### config.mk
export PLATFORM = sky130hd
export DESIGN_NAME = scd_top
export DESIGN_NICKNAME = d
export VERILOG_FILES = /design/src/include/scd_pkg.sv /design/src/include/scd_cfg_if.sv /design/src/logic/scd_strap_cfg.sv /design/src/logic/scd_lock_flags.sv /design/src/logic/scd_top.sv
export SDC_FILE = /design/constraint.sdc
export NUM_CORES = 1
export LEC_CHECK = 0
export BUFFER_PORTS_ARGS = -buffer_cell sky130_fd_sc_hd__buf_2
export CAP_MARGIN = 15
export CORE_ASPECT_RATIO = 1.2
export CORE_UTILIZATION = 49
export CTS_CLUSTER_SIZE = 24
export DETAILED_ROUTE_END_ITERATION = 8
export GPL_ROUTABILITY_DRIVEN = 0
export PLACE_DENSITY = 0.84
export SETUP_SLACK_MARGIN = 0.1
export SLEW_MARGIN = 20
export SYNTH_ARGS = -nofsm -noshare
export SYNTH_HDL_FRONTEND = slang
export SYNTH_SLANG_ARGS = --single-unit
### constraint.sdc
create_clock -name mclk -period 5.8 [get_ports mclk]
set_clock_uncertainty 0.05 [all_clocks]
set_input_delay 0.58 -clock mclk [delete_from_list [all_inputs] [get_ports mclk]]
set_output_delay 0.58 -clock mclk [all_outputs]
set_load 0.05 [all_outputs]
### src/include/scd_pkg.sv
// Purpose: shared constants, types and rom tables for start-up and dpll
// Assumes: three-level straps arrive coded as two bits (l, m, h)
// Notes: rom page contents are fixed functions, never written
package scd_pkg;
	localparam logic IFSEL_I2C = 1'b0;
	localparam logic [1:0] LVL_L = 2'h0;
	localparam logic [1:0] LVL_M = 2'h1;
	localparam logic [1:0] LVL_H = 2'h2;
	localparam int PAGE_W = 4;
	localparam int CFG_W = 16;
	localparam int FW = 40;
	localparam logic [PAGE_W-1:0] PAGE_LOW_PWR = 4'h3;
	localparam logic [PAGE_W:0] PAGE_COUNT = 5'h09;
	localparam logic [1:0] SEL_STD = 2'h0;
	localparam logic OVL_DEFAULT = 1'b0;
	localparam logic [11:0] ROM_LOOP_TAG = 12'h5a0;
	localparam logic [11:0] ROM_OUT_TAG = 12'hc30;

	typedef enum logic [1:0] {
		ST_FREE_RUN, ST_ACQUIRE, ST_LOCKED, ST_HOLDOVER
	} scd_dpll_e;
	typedef enum logic [1:0] {
		CS_STRAP, CS_ROM, CS_OVERLAY, CS_DONE
	} scd_cfg_e;

	// any unused level code reads as high
	function automatic logic [1:0] lvl_norm(input logic [1:0] l);
		return (l == LVL_L || l == LVL_M) ? l : LVL_H;
	endfunction

	// standard strap to page mapping
	function automatic logic [PAGE_W-1:0] std_page(
		input logic [1:0] hi, input logic [1:0] lo);
		case ({lvl_norm(hi), lvl_norm(lo)})
			{LVL_L, LVL_L}: return 4'h0;
			{LVL_L, LVL_H}: return 4'h1;
			{LVL_H, LVL_L}: return 4'h2;
			{LVL_H, LVL_H}: return PAGE_LOW_PWR;
			{LVL_L, LVL_M}: return 4'h4;
			{LVL_M, LVL_L}: return 4'h5;
			{LVL_M, LVL_M}: return 4'h6;
			{LVL_M, LVL_H}: return 4'h7;
			default: return 4'h8;
		endcase
	endfunction

	// stored select rotates the standard mapping, modulo page count
	function automatic logic [PAGE_W-1:0] sel_page(
		input logic [PAGE_W-1:0] p, input logic [1:0] sel);
		logic [PAGE_W:0] s;
		s = {1'b0, p} + {3'h0, sel};
		if (s >= PAGE_COUNT) s = s - PAGE_COUNT;
		return s[PAGE_W-1:0];
	endfunction

	function automatic logic [CFG_W-1:0] rom_loop(input logic [PAGE_W-1:0] p);
		return (p == PAGE_LOW_PWR) ? '0 : {ROM_LOOP_TAG, p};
	endfunction

	function automatic logic [CFG_W-1:0] rom_out(input logic [PAGE_W-1:0] p);
		return (p == PAGE_LOW_PWR) ? '0 : {ROM_OUT_TAG, p};
	endfunction
endpackage

### src/include/scd_cfg_if.sv
// Purpose: carries the loaded start-up configuration
// Assumes: one driver, the strap and rom loader
// Notes: all members are flops in the loader
`timescale 1ns/1ns
interface scd_cfg_if;
	import scd_pkg::*;
	logic spi_en;
	logic csa_cs;
	logic [PAGE_W-1:0] page;
	logic [CFG_W-1:0] loop_cfg;
	logic [CFG_W-1:0] out_cfg;
	logic pll_en;
	logic done;
	modport src(output spi_en, csa_cs, page, loop_cfg, out_cfg, pll_en, done);
	modport dst(input spi_en, csa_cs, page, loop_cfg, out_cfg, pll_en, done);
endinterface

### src/logic/scd_strap_cfg.sv
// Purpose: strap capture, rom page load and nonvolatile overlay
// Assumes: straps settle before reset release
// Notes: straps are caught once, at the first edge after release
`timescale 1ns/1ns
module scd_strap_cfg
	import scd_pkg::*;
(
	// clock and reset
	input wire logic mclk,
	input wire logic sys_rst,
	// straps
	input wire logic interface_select_strap,
	input wire logic [1:0] page_strap_low,
	input wire logic [1:0] page_strap_high,
	// nonvolatile fields
	input wire logic nv_blank,
	input wire logic [1:0] stored_page_select,
	input wire logic overlay_enable,
	input wire logic [CFG_W-1:0] nv_loop_cfg,
	input wire logic [CFG_W-1:0] nv_out_cfg,
	// loaded configuration
	scd_cfg_if.src cfg
);
	scd_cfg_e seq;
	logic ovl;
	logic [1:0] sel;

	assign sel = nv_blank ? SEL_STD : stored_page_select;

	always_ff @(posedge mclk) begin
		if (sys_rst) begin
			seq <= CS_STRAP;
		end else begin
			case (seq)
				CS_STRAP: seq <= CS_ROM;
				CS_ROM: seq <= ovl ? CS_OVERLAY : CS_DONE;
				default: seq <= CS_DONE;
			endcase
		end
	end

	// one-time strap capture
	always_ff @(posedge mclk) begin
		if (sys_rst) begin
			cfg.spi_en <= 1'b0;
			cfg.csa_cs <= 1'b0;
			cfg.page <= '0;
			ovl <= OVL_DEFAULT;
		end else if (seq == CS_STRAP) begin
			cfg.spi_en <= interface_select_strap != IFSEL_I2C;
			cfg.csa_cs <= interface_select_strap != IFSEL_I2C;
			cfg.page <= sel_page(std_page(page_strap_high,
				page_strap_low), sel);
			ovl <= nv_blank ? OVL_DEFAULT : overlay_enable;
		end
	end

	// rom load then optional overlay
	always_ff @(posedge mclk) begin
		if (sys_rst) begin
			cfg.loop_cfg <= '0;
			cfg.out_cfg <= '0;
			cfg.pll_en <= 1'b0;
		end else if (seq == CS_ROM) begin
			cfg.loop_cfg <= rom_loop(cfg.page);
			cfg.out_cfg <= rom_out(cfg.page);
			cfg.pll_en <= cfg.page != PAGE_LOW_PWR;
		end else if (seq == CS_OVERLAY) begin
			cfg.loop_cfg <= nv_loop_cfg;
			cfg.out_cfg <= nv_out_cfg;
		end
	end

	always_ff @(posedge mclk) begin
		cfg.done <= !sys_rst && seq == CS_DONE;
	end
endmodule

### src/logic/scd_lock_flags.sv
// Purpose: loss-of-lock flags and history accumulate enable
// Assumes: detector inputs are synchronous levels
// Notes: flags read one when lock is lost, except the frequency flag, which is frozen in holdover
`timescale 1ns/1ns
module scd_lock_flags (
	// clock and reset
	input wire logic mclk,
	input wire logic sys_rst,
	// state view
	input wire logic restart,
	input wire logic in_hold,
	input wire logic hold_next,
	input wire logic locked,
	input wire logic hist_on,
	// detectors
	input wire logic freq_lock_det,
	input wire logic phase_lock_det,
	// results
	output logic freq_lost,
	output logic phase_lost,
	output logic hist_accum
);
	always_ff @(posedge mclk) begin
		if (sys_rst || restart) begin
			freq_lost <= 1'b1;
		end else if (!in_hold && !hold_next) begin
			freq_lost <= !freq_lock_det;
		end
	end

	always_ff @(posedge mclk) begin
		if (sys_rst || restart || hold_next) begin
			phase_lost <= 1'b1;
		end else begin
			phase_lost <= !phase_lock_det;
		end
	end

	always_ff @(posedge mclk) begin
		if (sys_rst || restart) begin
			hist_accum <= 1'b0;
		end else begin
			hist_accum <= hist_on && locked && !freq_lost;
		end
	end
endmodule

### src/logic/scd_top.sv
// Purpose: start-up configuration and dpll operating state control
// Assumes: all inputs synchronous to mclk; sys_rst is power-on reset
// Notes: configuration outputs lag the loader by one register stage; dpll state and lock flags do not
// Notes on behaviour
// interface strap low i2c, high spi
// same strap fixes chip-select/address pin role
// two three-level straps pick one of nine pages
// stored page select defaults to zero
// both page straps high: everything off; code turns off page 3 after rotation, so a nonzero page select keeps plls on
// rom pages fixed, no write path
// overlay off: rom settings only
// overlay on: rom then nonvolatile loop/output
// overlay enable defaults to zero
// invalid dpll config: loops follow crystal
// free-run after config, crystal locked
// lost before valid history: back to free-run
// valid reference starts lock acquisition
// wide bandwidth only during acquisition
// frequency and phase lock-lost flags exported
// frequency lock starts history accumulation
// reference lost, no input: holdover
// history off: holdover uses offset field
// valid history replaces offset in holdover
// holdover sets phase flag, freezes frequency flag
// valid input during holdover resumes locking
// start-up repeats after any soft reset; code sends the dpll to free-run, reloads straps/rom on sys_rst only
// straps captured once, later changes ignored
// one of four dpll states, readable
`timescale 1ns/1ns
module scd_top
	import scd_pkg::*;
(
	// clock and reset
	input wire logic mclk,
	input wire logic sys_rst,
	// soft resets
	input wire logic soft_rst,
	input wire logic pll_soft_rst,
	// straps
	input wire logic interface_select_strap,
	input wire logic [1:0] page_strap_low,
	input wire logic [1:0] page_strap_high,
	// nonvolatile fields
	input wire logic nv_blank,
	input wire logic [1:0] stored_page_select,
	input wire logic overlay_enable,
	input wire logic [CFG_W-1:0] nv_loop_cfg,
	input wire logic [CFG_W-1:0] nv_out_cfg,
	// dpll status inputs
	input wire logic dpll_configured,
	input wire logic crystal_oscillator_input,
	input wire logic ref_valid,
	input wire logic reference_lost,
	input wire logic acq_done,
	input wire logic freq_lock_det,
	input wire logic phase_lock_det,
	// holdover sources
	input wire logic history_enable,
	input wire logic history_valid,
	input wire logic [FW-1:0] holdover_freq_offset,
	input wire logic [FW-1:0] history_word,
	// configuration results
	output logic i2c_enable,
	output logic spi_enable,
	output logic csa_is_chip_select,
	output logic [PAGE_W-1:0] rom_page,
	output logic [CFG_W-1:0] loop_cfg,
	output logic [CFG_W-1:0] out_cfg,
	output logic pll_enable,
	output logic cfg_done,
	// dpll state and control
	output scd_dpll_e dpll_state,
	output logic normal_loop_bandwidth,
	output logic apll_on_crystal,
	output logic holdover_use_history,
	output logic [FW-1:0] holdover_freq_word,
	// lock status
	output logic freq_lock_lost_flag,
	output logic phase_lock_lost_flag,
	output logic history_accum_en
);
	scd_cfg_if cfg();

	scd_dpll_e state;
	scd_dpll_e next_state;
	logic restart;
	logic dpll_ready;
	logic hist_ok;
	logic ref_gone;
	logic freq_lost;
	logic phase_lost;
	logic hist_accum;

	scd_strap_cfg u_strap (
		.mclk(mclk),
		.sys_rst(sys_rst),
		.interface_select_strap(interface_select_strap),
		.page_strap_low(page_strap_low),
		.page_strap_high(page_strap_high),
		.nv_blank(nv_blank),
		.stored_page_select(stored_page_select),
		.overlay_enable(overlay_enable),
		.nv_loop_cfg(nv_loop_cfg),
		.nv_out_cfg(nv_out_cfg),
		.cfg(cfg.src)
	);

	scd_lock_flags u_flags (
		.mclk(mclk),
		.sys_rst(sys_rst),
		.restart(restart),
		.in_hold(state == ST_HOLDOVER),
		.hold_next(next_state == ST_HOLDOVER),
		.locked(state == ST_LOCKED),
		.hist_on(history_enable),
		.freq_lock_det(freq_lock_det),
		.phase_lock_det(phase_lock_det),
		.freq_lost(freq_lost),
		.phase_lost(phase_lost),
		.hist_accum(hist_accum)
	);

	// soft resets and an unfinished load hold the dpll in free-run
	assign restart = soft_rst || pll_soft_rst || !cfg.done;
	// a valid rom page or a later host setup makes the dpll usable
	assign dpll_ready = cfg.pll_en || dpll_configured;
	assign hist_ok = history_enable && history_valid;
	assign ref_gone = reference_lost || !ref_valid;

	// dpll state transitions
	always_comb begin
		next_state = state;
		case (state)
			ST_FREE_RUN: begin
				if (dpll_ready && crystal_oscillator_input && !ref_gone) begin
					next_state = ST_ACQUIRE;
				end
			end
			ST_ACQUIRE: begin
				if (ref_gone) begin
					next_state = ST_FREE_RUN;
				end else if (acq_done && freq_lock_det) begin
					next_state = ST_LOCKED;
				end
			end
			ST_LOCKED: begin
				if (ref_gone && history_enable && !history_valid) begin
					next_state = ST_FREE_RUN;
				end else if (ref_gone) begin
					next_state = ST_HOLDOVER;
				end
			end
			ST_HOLDOVER: begin
				if (!ref_gone && dpll_ready) begin
					next_state = ST_ACQUIRE;
				end
			end
			default: begin
				next_state = ST_FREE_RUN;
			end
		endcase
		if (restart) begin
			next_state = ST_FREE_RUN;
		end
	end

	always_ff @(posedge mclk) begin
		if (sys_rst) begin
			state <= ST_FREE_RUN;
		end else begin
			state <= next_state;
		end
	end

	// loop bandwidth and analog loop reference
	always_ff @(posedge mclk) begin
		if (sys_rst) begin
			normal_loop_bandwidth <= 1'b1;
			apll_on_crystal <= 1'b0;
		end else begin
			normal_loop_bandwidth <= next_state != ST_ACQUIRE;
			apll_on_crystal <= crystal_oscillator_input &&
				(next_state == ST_FREE_RUN || !dpll_ready);
		end
	end

	// holdover frequency source
	always_ff @(posedge mclk) begin
		if (sys_rst) begin
			holdover_use_history <= 1'b0;
			holdover_freq_word <= '0;
		end else if (hist_ok) begin
			holdover_use_history <= 1'b1;
			holdover_freq_word <= history_word;
		end else begin
			holdover_use_history <= 1'b0;
			holdover_freq_word <= holdover_freq_offset;
		end
	end

	// configuration result registers
	always_ff @(posedge mclk) begin
		if (sys_rst) begin
			i2c_enable <= 1'b0;
			spi_enable <= 1'b0;
			csa_is_chip_select <= 1'b0;
			rom_page <= '0;
			loop_cfg <= '0;
			out_cfg <= '0;
			pll_enable <= 1'b0;
			cfg_done <= 1'b0;
		end else begin
			i2c_enable <= cfg.done && !cfg.spi_en;
			spi_enable <= cfg.done && cfg.spi_en;
			csa_is_chip_select <= cfg.csa_cs;
			rom_page <= cfg.page;
			loop_cfg <= cfg.loop_cfg;
			out_cfg <= cfg.out_cfg;
			pll_enable <= cfg.pll_en;
			cfg_done <= cfg.done;
		end
	end

	assign dpll_state = state;
	assign freq_lock_lost_flag = freq_lost;
	assign phase_lock_lost_flag = phase_lost;
	assign history_accum_en = hist_accum;
endmodule

# == Yosys cells after proc, flatten, opt, wreduce, memory -nomap -nowiden ==
# Memory sizes are Yosys's and may differ from the RTL's.
# Cells that the tools add are included.
# op_classes
add_sub_neg,2
n_lt_le_gt_ge,1
n_eq_ne,12
mux,25
n_reduce_logical,41
# op_table
cell,count
2-to-1 mux 16 bit,5
2-to-1 mux 40 bit,1
2-to-1 mux 2 bit,10
2-to-1 mux 15 bit,1
logical AND 1 bit,14
zero test 1 bit,12
2-to-1 mux 4 bit,3
"equality test 2 bit, second input constant",5
zero test 2 bit,5
logical OR 1 bit,9
"equality test 2 x 1 -> 1 bit, second input constant",4
case mux 2 bit (4 select lines),1
adder 4 x 2 -> 5 bit,1
">= comparator 5 x 4 -> 1 bit, second input constant",1
"equality test 4 x 2 -> 1 bit, second input constant",1
"inequality test 4 x 2 -> 1 bit, second input constant",1
case mux 2 bit (2 select lines),1
"subtractor 4 bit, second input constant",1
2-to-1 mux 1 bit,3
"inequality test 2 x 1 -> 1 bit, second input constant",1
nonzero test 2 bit,1
# word_totals
regBits,131
romBits,64
input_bits,134
n_memories,1
# mem_list
name,depth,width,read_ports,rd_clocked_by_memory_dff,wr,line,source
(name not given),16,4,1,0,0,scd_pkg.sv:34,"case ({lvl_norm(hi), lvl_norm(lo)})"

# == Logic depth before layout (Yosys ltp) ==
# logic_depth
ltp_word,10
ltp_mapped,9
depth_no_buf,9

# == Modules after synthesis ==
# From an unflattened synthesis, not the netlist that was laid out.
# unflattened
cells_unflattened,523
area_unflattened_um2,4778.3
# by_module_without_submodules
module,n_inst,cells_per_inst,area_each_um2,seq_area_each_um2
scd_top,1,297,2725.1,1721.7
scd_strap_cfg,1,218,1955.6,840.8
scd_lock_flags,1,8,97.6,60.1

# == Least setup slack after synthesis ==
# Ideal clock, no wire load.
# synth_timing
path_type,in2reg
startpoint,input port page_strap_high[1]
endpoint,register u_strap.cfg.page[2]
setup_ns,0.080
t_arrival_ns,2.285
slack_ns,3.385
stages,9
n_path_buf,0
path_cell_list,nand2b_4 o21bai_1 ha_1 fa_1 inv_1 ha_1 nor3_1 or3_1 a211oi_2
# synth_between
elab_chain_len,9
elab_cells_between_ends,11
classes_between,add/sub: 2; order compare: 1; eq/ne: 1; mux: 4; reduce/logical: 2; memory: 1
# synth_rtl
item,line,source
start: declaration,scd_top.sv:42,"input wire logic [1:0] page_strap_high,"
equality test 2 x 1 -> 1 bit / zero test 2 bit (equally long branches),scd_pkg.sv:28,return (l == LVL_L || l == LVL_M) ? l : LVL_H;
logical OR 1 bit,scd_pkg.sv:28,
2-to-1 mux 2 bit (*),scd_pkg.sv:28,
memory read (16 x 4 bit) (*),-,
2-to-1 mux 4 bit (*),scd_strap_cfg.sv:49,end else if (seq == CS_STRAP) begin
2-to-1 mux 4 bit (*),scd_strap_cfg.sv:44,if (sys_rst) begin
adder 4 x 2 -> 5 bit (*),scd_pkg.sv:51,"s = {1'b0, p} + {3'h0, sel};"
subtractor 4 bit / >= comparator 5 x 4 -> 1 bit (equally long branches),scd_pkg.sv:52,if (s >= PAGE_COUNT) s = s - PAGE_COUNT;
2-to-1 mux 4 bit (*),scd_pkg.sv:52,
end signal: assignment,scd_strap_cfg.sv:52,"cfg.page <= sel_page(std_page(page_strap_high,"
end: declaration,scd_cfg_if.sv:14,"modport src(output spi_en, csa_cs, page, loop_cfg, out_cfg, pll_en, done);"
# Mark *: on every way between the ends. The rest lies on a longest branch, timed or not. The select of a mux whose other input is x is not followed.
# A chain may end at the register's enable or synchronous reset.

# == Worst setup path in the final report ==
# layout_timing
startpoint,input port page_strap_high[1]
endpoint,register u_strap.cfg.page[0]
# Same word-level chain as after synthesis.

==> metrics.cfg <==
[grt]
grt_pass1_wl_mm=18.8
grt_max_degree=67
grt_pass1_vias=4071
antenna_found_initial=0
gr-total-overflow=0
track_usage_pct=24.6

[placement]
dp.cells=830
dpl.hpwl_mm=8.90
pre_cts_slack_ns=2.98
port_buffers=222

[clock_network]
clock-sinks=131
cts.repair.resized=0
clk_pin_slew_ns=0.06
clockBufferDepth=2
root_buffer=clkbuf_8
cts_tree=yes
clk_latency_ns=0.51
cts_max_level=4
cts-hold-fix-buffers=0
postCtsSetupRepairBufs=0
cts_buffers=17

[power]
switchingPower_w=0.000628
p_clk_share_pct=42.4
intPower_w=0.00175
comb_power_share_pct=16.0
ir_drop_v=0.000234
leakagePower_nw=3.12
power.density_mw_per_mm2=370
swShare_pct=26.4
seq_power_share_pct=41.6

[critical_path]
cp-startpoint=page_strap_high[1]
r2r_cells=5
worstReg2RegEnd=u_strap.cfg.out_cfg[1]
cp.depth=9
path_buf_inv=2
max_stage_delay_ns=0.55
end_kind=flip-flop
worstSetupEndpoint=u_strap.cfg.page[0]
cp-start-kind=input port
path_delay_family=adder cells
cp.arrival_ns=2.64
cp_slowest_cell=fa_1
path_cells=buf_2 > nand2b_4 > o21bai_1 > ha_1 > fa_1 > inv_1 > ha_1 > o41ai_1 > o32ai_1
critPathRequiredTime_ns=6.11
criticalPathCategory=input port to flip-flop
timing.rr.start=u_strap.seq[0]
path_max_fanout=5
cpMostUsedCell=ha_1
r2r_slack_ns=3.74

[synthesis]
yosys_warnings=0
synth_nets=658
synthesis.area_mm2=0.00469
syn_avg_cell_area_um2=9.11
synthCells=515
ys_ff_latch=131
ys_top_cells_by_area=dfxtp_1 56%, a21oi_1 9.1%, nor2b_1 8.7%
yosysSeqAreaShare_pct=55.9
async_flop_share_pct=0
synth_cell_types=44
synth_flop_cell=dfxtp_1
yosys.area.top_type=dfxtp_1
synth-edff-count=0
synth_top_area_share_pct=55.9

[final_layout]
fin_util_pct=70.0
antenna_cells=0
fin_nets=872
layout_commonest_cell=buf_2
final_cell_mix=221 x buf_2, 131 x dfxtp_1, 88 x nand2_1
area_growth_pct=37.0
drive_gt1_share_pct=35.5
layoutNonFillerInstCount=859

[drt]
wl_met3_mm=1.12
drt_first_pass_iters=4
wirelength_met1_mm=4.53
top_layer_used=met4
wl_mm=12.2
drt_iter0_drc=174
via_per_inst=4.93
remaining_drc_errors=0
vias=4231
drtAntennaViolNets=0
routed-wl-met2_mm=6.26
wire_per_inst_um=14.2

[timing]
drv_slew=0
layout_setup_ws_ns=3.47
setup_tns_ns=0
slew_headroom_pct=50.7
post-route-period-util_pct=40.1
finalSetupViolations=0
min_period_ns=2.33
fmax_ghz=0.430
rsz0062_at_grt=false
tightest_slew_ns=0.739
hold_viol_final=0

[floorplanning]
die_w_um=91.3
fp.dieArea_mm2=0.00997
row_count=38
fp.coreArea_mm2=0.00918
num_io_pins=223
fp.dieH_um=109
start_util_pct=51.1

[status]
status=completed

[hold_path]
hold_path_class=input port to flip-flop

[run]
cap_violations=0

[cells in the mapped netlist (2+ instances only)]
cell,instances
a211oi_1,5
o2bb2ai_1,2
nand4_1,3
nand2_1,89
or3_1,2
buf_2,6
and2_1,3
dfxtp_1,131
o21ai_0,4
clkbuf_1,17
inv_1,10
ha_1,8
nor2b_1,65
nor2_1,39
a21oi_1,85
buf_1,7
nor3b_1,4
nor3_1,4
mux2i_1,5
nand2b_4,2
[area by class of cell]
class | instances | area, um^2
clock buffer | 25 | 494
clock inverter | 4 | 72.6
fill | 722 | 2750
inverter | 10 | 37.5
multi-input combinational | 344 | 1910
sequential | 131 | 2620
tap | 120 | 150
timing repair buffer | 225 | 1140
[routing by layer]
| layer | up-vias | global-route usage [%] |
|---|---|---|
| met5 | - | 0 |
| li1 | 2124 | - |
| met3 | 28 | 10.1 |
| met4 | 0 | 12.7 |
| met2 | 176 | 44.4 |
| met1 | 1903 | 24.5 |
[worst min-delay path by stage]
stage                                       start             to  slack, ns  depth (start not counted)
after global placement    u_strap.cfg.loop_cfg[6]    loop_cfg[6]       0.39                          1
after CTS                            pll_soft_rst  dpll_state[0]       0.21                          2
final                                pll_soft_rst  dpll_state[0]       0.24                          2
after detailed placement  u_strap.cfg.out_cfg[10]    out_cfg[10]       0.40                          1
after floorplan                u_strap.cfg.spi_en     i2c_enable       0.37                          1
after global routing                     soft_rst  dpll_state[0]       0.21                          2
[power groups by stage]
stage	clock network [W]	registers, W	logic, W
after floorplan	0	0.00113	0.000138
after global placement	0	0.00100	0.000370
after detailed placement	0	0.00101	0.000379
final	0.00101	0.000988	0.000380
after global routing	0.00106	0.000994	0.000411
after CTS	0.00103	0.000988	0.000382
[state kept, by name (all words and copies together) (netlist names), 2 cells and up]
| name | cells |
|---|---|
| dpll_state | 2 |
| holdover_freq_word | 40 |
| loop_cfg | 16 |
| out_cfg | 16 |
| rom_page | 4 |
| u_strap.cfg.loop_cfg | 16 |
| u_strap.cfg.out_cfg | 16 |
| u_strap.cfg.page | 4 |
| u_strap.seq | 2 |
[logic make-up after synthesis]
kind of cell,Yosys count,share of synthesized area (%)
compound gates,112,14.0
xor+xnor,2,0.534
fa+ha+maj,9,2.56
buf+inv,40,3.36
flops,131,55.9
mux,5,1.07
simple gates,216,22.6
[worst register-to-register path, cell delays in order (launching register included)]
cell	delay, ns
dfxtp_1	0.36
inv_1	0.08
ha_1	0.77
buf_4	0.39
nand4_1	0.19
a21oi_1	0.16
[per-stage QoR]
stage	power, W	instance area (um^2)	hold slack (ns)
after floorplan	0.00127	4690	0.366
after global placement	0.00137	5860	0.387
after detailed placement	0.00138	5860	0.398
after CTS	0.00240	6430	0.208
after global routing	0.00247	6430	0.215
final	0.00237	6430	0.237
No activity file was read; power rests on OpenSTA's default activity.
